### config.mk
export PLATFORM = sky130hd
export DESIGN_NAME = fc_link_service_responder
export DESIGN_NICKNAME = d
export VERILOG_FILES = /design/src/verilog/ls_resp_pkg.sv /design/src/verilog/fc_link_service_responder.sv
export SDC_FILE = /design/constraint.sdc
export NUM_CORES = 1
export LEC_CHECK = 0
export CORE_AREA = 2 2 163 165
export DETAILED_ROUTE_END_ITERATION = 8
export DIE_AREA = 0 0 165 167
export DONT_BUFFER_PORTS = 1
export PLACE_DENSITY_LB_ADDON = 0.1
export SYNTH_ARGS = -nofsm -noshare
export SYNTH_HDL_FRONTEND = slang
export SYNTH_SLANG_ARGS = --single-unit
### constraint.sdc
create_clock -name clk_sys -period 3.3 [get_ports clk_sys]
set_input_delay 0.495 -clock clk_sys [delete_from_list [all_inputs] [get_ports clk_sys]]
set_output_delay 0.495 -clock clk_sys [all_outputs]
set_load 0.02 [all_outputs]
### src/verilog/ls_resp_pkg.sv
// Constants and carrier types for the link service responder
`default_nettype none
package ls_resp_pkg;
  // ==========================================================
  // Header field codes
  localparam logic [7:0] TYPE_BLS      = 8'h00;
  localparam logic [7:0] TYPE_ELS      = 8'h01;
  localparam logic [3:0] RCTL_BLS_HI   = 4'h8;
  localparam logic [7:0] RCTL_ELS_REQ  = 8'h22;
  localparam logic [7:0] RCTL_ELS_RPL  = 8'h23;
  // Basic link service command codes
  localparam logic [3:0] BLS_NOP       = 4'h0;
  localparam logic [3:0] BLS_ABTS      = 4'h1;
  localparam logic [3:0] BLS_RMC       = 4'h2;
  localparam logic [3:0] BLS_BA_ACC    = 4'h4;
  localparam logic [3:0] BLS_BA_RJT    = 4'h5;
  // BA_ACC field values
  localparam logic [7:0] SEQID_INVALID = 8'h00;
  localparam logic [7:0] SEQID_VALID   = 8'h80;
  localparam logic [7:0] SEQID_ZERO    = 8'h00;
  localparam logic [15:0] SEQCNT_ZERO  = 16'h0000;
  // BA_RJT reason codes and explanations
  localparam logic [7:0] BRJ_INVALID_CMD = 8'h01;
  localparam logic [7:0] BRJ_LOGICAL_ERR = 8'h03;
  localparam logic [7:0] BRJ_LOGICAL_BSY = 8'h05;
  localparam logic [7:0] BRJ_PROTO_ERR   = 8'h07;
  localparam logic [7:0] BRJ_UNABLE      = 8'h09;
  localparam logic [7:0] BRJ_VENDOR      = 8'hFF;
  localparam logic [7:0] BEX_NONE        = 8'h00;
  localparam logic [7:0] BEX_BAD_XID     = 8'h03;
  localparam logic [7:0] BEX_SEQ_ABORTED = 8'h05;
  // Extended link service codes
  localparam logic [7:0] ELS_LS_ACC    = 8'h02;
  localparam logic [7:0] ELS_LS_RJT    = 8'h01;
  localparam logic [7:0] ELS_LOOP_INIT = 8'h11;
  localparam logic [7:0] LI_FIRST      = 8'h01;
  localparam logic [7:0] LI_LAST       = 8'h07;
  localparam logic [7:0] LRJ_NOT_SUPP  = 8'h0B;
  localparam logic [7:0] LEX_NONE      = 8'h00;
  // Parameter-field validity bit in F_CTL
  localparam int         FCTL_PARAM_BIT = 3;

  // Received frame summary
  typedef struct packed {
    logic [7:0]  r_ctl;
    logic [23:0] d_id;
    logic [23:0] s_id;
    logic [7:0]  ftype;
    logic [23:0] f_ctl;
    logic [7:0]  seq_id;
    logic [15:0] seq_cnt;
    logic [15:0] ox_id;
    logic [15:0] rx_id;
    logic [31:0] param;
    logic [7:0]  pl_b0;
    logic [7:0]  pl_b1;
  } rx_frame_s;

  // Kind of answer produced
  typedef enum logic [3:0] {
    RSP_NONE   = 4'h0,
    RSP_BA_ACC = 4'h1,
    RSP_BA_RJT = 4'h2,
    RSP_LS_ACC = 4'h3,
    RSP_LS_RJT = 4'h4
  } rsp_kind_e;

  // Outgoing answer header and payload head
  typedef struct packed {
    rsp_kind_e   kind;
    logic [7:0]  r_ctl;
    logic [7:0]  ftype;
    logic [23:0] d_id;
    logic [23:0] s_id;
    logic [15:0] ox_id;
    logic [15:0] rx_id;
    logic [7:0]  els_code;
    logic [95:0] payload;
  } tx_frame_s;
endpackage : ls_resp_pkg
`default_nettype wire
### src/verilog/fc_link_service_responder.sv
// Link service frame classifier and responder
// Summary of operation
// RULE1: BLS is TYPE 00h, R_CTL 1000xxxxb
// RULE2: Decode NOP, ABTS, RMC, BA_ACC, BA_RJT codes
// RULE3: NOP and RMC dropped without reply
// RULE4: Reserved and invalid fields never checked
// RULE5: Each ABTS gets exactly one answer
// RULE6: BA_ACC only ever answers ABTS
// RULE7: BA_ACC payload is twelve fixed bytes
// RULE8: SEQ_ID validity and SEQ_ID both 00h
// RULE9: BA_ACC carries aborted exchange identifiers
// RULE10: Both SEQ_CNT fields set to 0000h
// RULE11: BA_RJT payload is four bytes
// RULE12: BA_RJT reason codes as listed
// RULE13: BA_RJT explanations as listed
// RULE14: ELS is TYPE 01h, R_CTL 22h/23h
// RULE15: First payload byte: command, 02h/01h replies
// RULE16: Fourteen supported ELS request codes
// RULE17: Code 11h second byte selects loop frame
// RULE18: Loop frame outside init gets LS_RJT
// RULE19: Unsupported ELS gets LS_RJT 0Bh/00h
// RULE20: Supported request completion gets LS_ACC
// RULE21: Sequence frames share direction and SEQ_ID
// RULE22: Exchange frames carry OX_ID and RX_ID
// RULE23: LS_RJT reason byte 5, explanation byte 6
// RULE24: Reply swaps IDs, keeps exchange IDs
`default_nettype none
module fc_link_service_responder
  import ls_resp_pkg::*;
(
  input  wire logic      clk_sys,      // Core clock, 200 MHz
  input  wire logic      sys_rst,      // Synchronous reset, active high
  input  wire logic      clk_en,       // Freezes all state while low
  input  wire logic      rx_valid,     // Received frame offered
  input  wire rx_frame_s rx_frame,     // Received frame header and payload head
  output logic           rx_ready,     // Frame taken this cycle
  input  wire logic      loop_init,    // Port is running loop initialization
  input  wire logic      els_done,     // Upper layer finished a supported request
  input  wire logic      abts_reject,  // Upper layer refuses the pending ABTS
  input  wire logic [7:0] abts_reason, // Reason code for that refusal
  input  wire logic [7:0] abts_expl,   // Explanation for that refusal
  output logic           els_req,      // Supported ELS request awaiting completion
  output logic           abts_req,     // ABTS awaiting accept or reject decision
  output logic           loop_frame,   // Loop-init frame seen during loop init, pulse
  output logic           tx_valid,     // Answer frame offered
  output tx_frame_s      tx_frame,     // Answer frame contents
  input  wire logic      tx_ready      // Transmitter takes answer
);

  // ==========================================================
  // Decode helpers
  // Supported extended request code check
  function automatic logic els_supported(input logic [7:0] code);
    case (code)
      8'h52, 8'h60, 8'h04, 8'h05, 8'h50, 8'h03, 8'h20,
      8'h21, 8'h0F, 8'h53, 8'h78, 8'h12, 8'h24, 8'h7D: els_supported = 1'b1; // [RULE16]
      default: els_supported = 1'b0;
    endcase
  endfunction : els_supported

  // Loop-init qualifier range check on the second payload byte
  function automatic logic is_loop_qual(input logic [7:0] q);
    is_loop_qual = (q >= LI_FIRST) && (q <= LI_LAST); // [RULE17]
  endfunction : is_loop_qual

  // ==========================================================
  // State machine
  typedef enum logic [3:0] {
    ST_IDLE = 4'b0001,  // Waiting for a frame
    ST_ABTS = 4'b0010,  // ABTS held for decision
    ST_ELS  = 4'b0100,  // Supported request in progress
    ST_SEND = 4'b1000   // Answer waiting for transmitter
  } state_e;

  state_e    state_q, state_d;   // Control state
  rx_frame_s req_q, req_d;       // Captured request
  tx_frame_s tx_q, tx_d;         // Answer being offered
  logic      lf_q, lf_d;         // Loop-init pulse register

  // Classification of the offered frame; only TYPE, R_CTL and payload
  // bytes are looked at, never reserved or parameter fields [RULE4]
  // Kind flags of the offered frame
  logic is_bls, is_els_req;
  logic [3:0] bls_code;
  always_comb begin
    is_bls     = (rx_frame.ftype == TYPE_BLS) && (rx_frame.r_ctl[7:4] == RCTL_BLS_HI); // [RULE1]
    bls_code   = rx_frame.r_ctl[3:0];                                                 // [RULE1]
    is_els_req = (rx_frame.ftype == TYPE_ELS) && (rx_frame.r_ctl == RCTL_ELS_REQ);   // [RULE14]
  end

  // Frame accepted only when idle, so one answer per request
  assign rx_ready = (state_q == ST_IDLE) && clk_en;

  // Build an answer header: IDs swapped, exchange kept [RULE24] [RULE22]
  // An answer is a one-frame sequence flowing back to the requester [RULE21]
  function automatic tx_frame_s reply_hdr(input rx_frame_s r, input rsp_kind_e k);
    tx_frame_s t;
    t = '0;
    t.kind  = k;
    t.d_id  = r.s_id;
    t.s_id  = r.d_id;
    t.ox_id = r.ox_id;
    t.rx_id = r.rx_id;
    reply_hdr = t;
  endfunction : reply_hdr

  // Next-state logic
  always_comb begin
    state_d = state_q;
    req_d   = req_q;
    tx_d    = tx_q;
    lf_d    = 1'b0;
    // One request in flight; intake reopens only when idle
    case (state_q)
      ST_IDLE: begin
        if (rx_valid) begin
          req_d = rx_frame;
          if (is_bls) begin
            case (bls_code)                                              // [RULE2]
              BLS_ABTS: state_d = ST_ABTS;                               // [RULE5]
              // NOP, RMC and replies are dropped, no answer frame
              BLS_NOP, BLS_RMC, BLS_BA_ACC, BLS_BA_RJT: state_d = ST_IDLE; // [RULE3]
              default: state_d = ST_IDLE;
            endcase
          end else if (is_els_req) begin
            if (rx_frame.pl_b0 == ELS_LOOP_INIT && is_loop_qual(rx_frame.pl_b1)
                && loop_init) begin
              // Loop init engine consumes it; no link service answer
              lf_d = 1'b1;                                               // [RULE17]
            end else if (els_supported(rx_frame.pl_b0)) begin
              state_d = ST_ELS;
            end else begin
              // Unsupported, TEST, or loop frame out of context
              tx_d = reply_hdr(rx_frame, RSP_LS_RJT);
              tx_d.r_ctl    = RCTL_ELS_RPL;                              // [RULE14]
              tx_d.ftype    = TYPE_ELS;
              tx_d.els_code = ELS_LS_RJT;                                // [RULE15]
              // Payload bytes 0..11, byte 0 in the top lane
              tx_d.payload  = {ELS_LS_RJT, 24'h000000, 8'h00, LRJ_NOT_SUPP,
                               LEX_NONE, 8'h00, 32'h00000000};           // [RULE23] [RULE19] [RULE18]
              state_d = ST_SEND;
            end
          end
          // Anything else is not a link service request and is left alone
        end
      end
      // Decision made in the first enabled cycle, accept by default
      ST_ABTS: begin
        if (abts_reject) begin
          tx_d = reply_hdr(req_q, RSP_BA_RJT);
          tx_d.r_ctl   = {RCTL_BLS_HI, BLS_BA_RJT};
          tx_d.ftype   = TYPE_BLS;
          tx_d.payload = {8'h00, abts_reason, abts_expl, 8'h00, 64'h0}; // [RULE11] [RULE12] [RULE13]
          state_d = ST_SEND;                                             // [RULE5]
        end else begin
          // Accept by default: whole exchange is aborted
          tx_d = reply_hdr(req_q, RSP_BA_ACC);                           // [RULE6]
          tx_d.r_ctl   = {RCTL_BLS_HI, BLS_BA_ACC};
          tx_d.ftype   = TYPE_BLS;
          tx_d.payload = {SEQID_INVALID, SEQID_ZERO, 16'h0000,           // [RULE8]
                          req_q.ox_id, req_q.rx_id,                      // [RULE9] [RULE7]
                          SEQCNT_ZERO, SEQCNT_ZERO};                     // [RULE10]
          state_d = ST_SEND;
        end
      end
      // Upper layer owns the request until it reports completion
      ST_ELS: begin
        if (els_done) begin
          tx_d = reply_hdr(req_q, RSP_LS_ACC);                           // [RULE20]
          tx_d.r_ctl    = RCTL_ELS_RPL;
          tx_d.ftype    = TYPE_ELS;
          tx_d.els_code = ELS_LS_ACC;                                    // [RULE15]
          tx_d.payload  = {ELS_LS_ACC, 88'h0};
          state_d = ST_SEND;
        end
      end
      // Answer stands until the transmitter takes it
      ST_SEND: begin
        if (tx_ready) begin
          state_d = ST_IDLE;
          tx_d.kind = RSP_NONE;
        end
      end
      default: state_d = ST_IDLE;
    endcase
  end

  // State registers, frozen while the clock enable is low
  always_ff @(posedge clk_sys) begin
    if (sys_rst) begin
      state_q <= ST_IDLE;
      req_q   <= '0;
      tx_q    <= '0;
      lf_q    <= 1'b0;
    end else if (clk_en) begin
      state_q <= state_d;
      req_q   <= req_d;
      tx_q    <= tx_d;
      lf_q    <= lf_d;
    end
  end

  // Outputs
  assign tx_valid   = (state_q == ST_SEND);
  assign tx_frame   = tx_q;
  assign abts_req   = (state_q == ST_ABTS);
  assign els_req    = (state_q == ST_ELS);
  assign loop_frame = lf_q;
endmodule : fc_link_service_responder
`default_nettype wire

==> results.toml <==
[floorplan]
die_w_um = 165
coreArea_mm2 = 0.0258
die_h_um = 167
io_pins = 425
rows = 59
start_util_pct = 36.6
die_area_mm2 = 0.0276

[setup_path]
startpoint_type = "flop"
crit_path_end_kind = "flop"
crit_type = "reg2reg"
worst_ep_required_time_ns = 3.77
worstPathMaxFanout = 23
crit_arrival_ns = 3.15

[clocking]
cts_max_level = 1
cts_setup_buffers = 0
postCtsHoldBufs = 0
clock_latency_ns = 0.53
cts-resized-gates = 0
clk_pin_slew_worst_paths_ns = 0.06
cts_root_buffer = "clkbuf_16"
cts_tree = "built"
cts.path.max_buffers = 3
cts_buffers = 26
clock_sinks = 221

[route]
drtAntennaViolNets = 0
num_vias = 7221
drtIter0Drc = 373
wirelength_um = 27600
drc_errors = 0
vias_per_cell = 5.31
dr.pass1.iters = 5
wl_per_cell_um = 20.3

[global_route]
grt_pass1_wl_um = 42000
grtUsageTotal_pct = 19.1
gr-total-overflow = 0
grt_pass1_vias = 6922
grt_max_degree = 98
antenna_found_initial = 0

[sta]
tightestPinTransition_ns = 0.986
finalSetupViolCount = 0
min_period_ns = 2.68
relSlewSlack_pct = 34.2
fmax_mhz = 373
slew_viol_final = 0
hold_viol_final = 0
rsz0062_at_grt = "false"
clock_skew_ns = 0.00766
post-route-period-util_pct = 81.2
holdWs_ns = 0.0574
finalSetupTns_ns = 0

[min_path]
min_path_type = "in2reg"

[yosys]
synthCells = 1049
ys_async_sr_fraction_pct = 0
synth_flop_cell = "dfxtp_1"
yosysWarnings = 0
synth_edf_count = 0
ys_ff_latch = 221
ys_seq_area_share_pct = 46.9
synth_cell_types = 52
avgSynthCellArea_um2 = 8.99
syn_area_mm2 = 0.00944

[cells_and_area]
fin_util_pct = 39.9
diodes = 0
layout.nets = 1223
syn2layout_area_growth_pct = 8.96
post_route_cells_drive_above_1_share_pct = 7.81

[power_and_ir_drop]
powerDensity_mw_per_mm2 = 577
irDropWorstVdd_uv = 378
leakagePower_nw = 4.54

[placed_design]
dp_hpwl_um = 16500
io_buffer_count = 0
place.gp.congestion = 0.721

[run_status]
status = "finished, final reports clean"

[job]
cap_violations = 0
-- final cells by class --
class / count / area [um^2]
inverters: 4 / 16.3
well taps: 335 / 419
repair buffers: 21 / 195
clock buffers: 37 / 742
fillers: 2616 / 15500
clock inverters: 8 / 129
multi-input cells: 733 / 4360
flip-flops and latches: 221 / 4420
-- worst max-delay path, cell delays in order, from the launching register on --
cell and delay [ns]:
dfxtp_1 0.48, or4b_1 0.55, o21ai_2 0.27, a21oi_2 0.13
and4_4 0.26, nor3_4 0.33, buf_4 0.40, a22o_1 0.19
-- sequential cells by signal (all words and copies together) (netlist names) --
register / flops
req_q: 80
tx_frame: 136
state_q: 4
loop_frame: 1
-- path summary, 6_finish.rpt --
path	start	end	slack (ns)	cells after the start
worst max register to register	state_q[2]	tx_frame[37]	0.62	7
worst min register to register	req_q[137]	req_q[137]	0.45	2
worst max-delay path	state_q[2]	tx_frame[37]	0.62	7
worst min-delay path	sys_rst	req_q[77]	0.06	1
-- cells in the final DEF (no fill, tap or decap), types with 3 or more instances in the layout --
cell | Yosys | routed
a211oi_1 | 6 | 6
a21oi_1 | 171 | 171
a22o_1 | 29 | 29
buf_12 | 0 | 3
buf_4 | 82 | 18
bufinv_16 | 0 | 3
clkbuf_1 | 57 | 6
clkbuf_16 | 0 | 26
clkbuf_8 | 0 | 5
clkinv_2 | 0 | 4
conb_1 | 1 | 63
dfxtp_1 | 221 | 221
inv_1 | 4 | 3
mux2i_1 | 97 | 97
nand2_1 | 203 | 202
nand2b_1 | 3 | 3
nand3_1 | 4 | 4
nor2_1 | 11 | 11
nor2b_1 | 3 | 3
nor3_1 | 7 | 7
nor3b_1 | 3 | 3
nor4_1 | 5 | 5
nor4b_1 | 4 | 4
o31ai_1 | 80 | 80
-- through the flow --
step | setup WS (ns) | total power, mW | instance area [um^2] | std cells
6_report | 0.620 | 5.93 | 10300 | 1359
3_5_place_dp | 0.512 | 3.07 | 9410 | 1314
5_1_grt | 0.421 | 6.16 | 10300 | 1359
2_1_floorplan | 0.953 | 3.09 | 9670 | 1111
3_3_place_gp | 0.523 | 3.06 | 9410 | 1314
4_1_cts | 0.596 | 6.01 | 10300 | 1359
-- kinds of logic after synthesis --
group | after synthesis | share of synthesized area [%]
buffers and inverters | 157 | 9.80
AND/OR/NAND/NOR | 269 | 12.7
flip-flops | 221 | 46.9
other | 1 | 0.0397
XOR/XNOR | 2 | 0.186
multiplexers | 97 | 10.3
AO/OA/AOI/OAI | 302 | 20.1
-- layer usage --
layer	share of wire [%]	track usage (%)
met1	43	25.4
met2	44	29.1
met3	11	7.62
met4	1.6	4.39
met5	0	0
-- where the power goes --
group | switching [mW] | leakage, nW | internal (mW)
combinational | 0.184 | 2.32 | 0.0769
clock | 1.13 | 0.425 | 1.79
sequential | 0.0278 | 1.79 | 2.72
-- synth_stat cells (4+ instances only) --
library cell / number / share of area (%)
a211oi_1: 6 / 0.48
a21oi_1: 171 / 9.1
a22o_1: 29 / 2.7
buf_2: 10 / 0.53
buf_4: 82 / 6.5
clkbuf_1: 57 / 2.3
dfxtp_1: 221 / 47
inv_1: 4 / 0.16
mux2i_1: 97 / 10
nand2_1: 203 / 8.1
nand3_1: 4 / 0.21
nor2_1: 11 / 0.44
nor3_1: 7 / 0.37
nor4_1: 5 / 0.33
nor4b_1: 4 / 0.37
o31ai_1: 80 / 6.4
(Power assumes the default switching activity.)
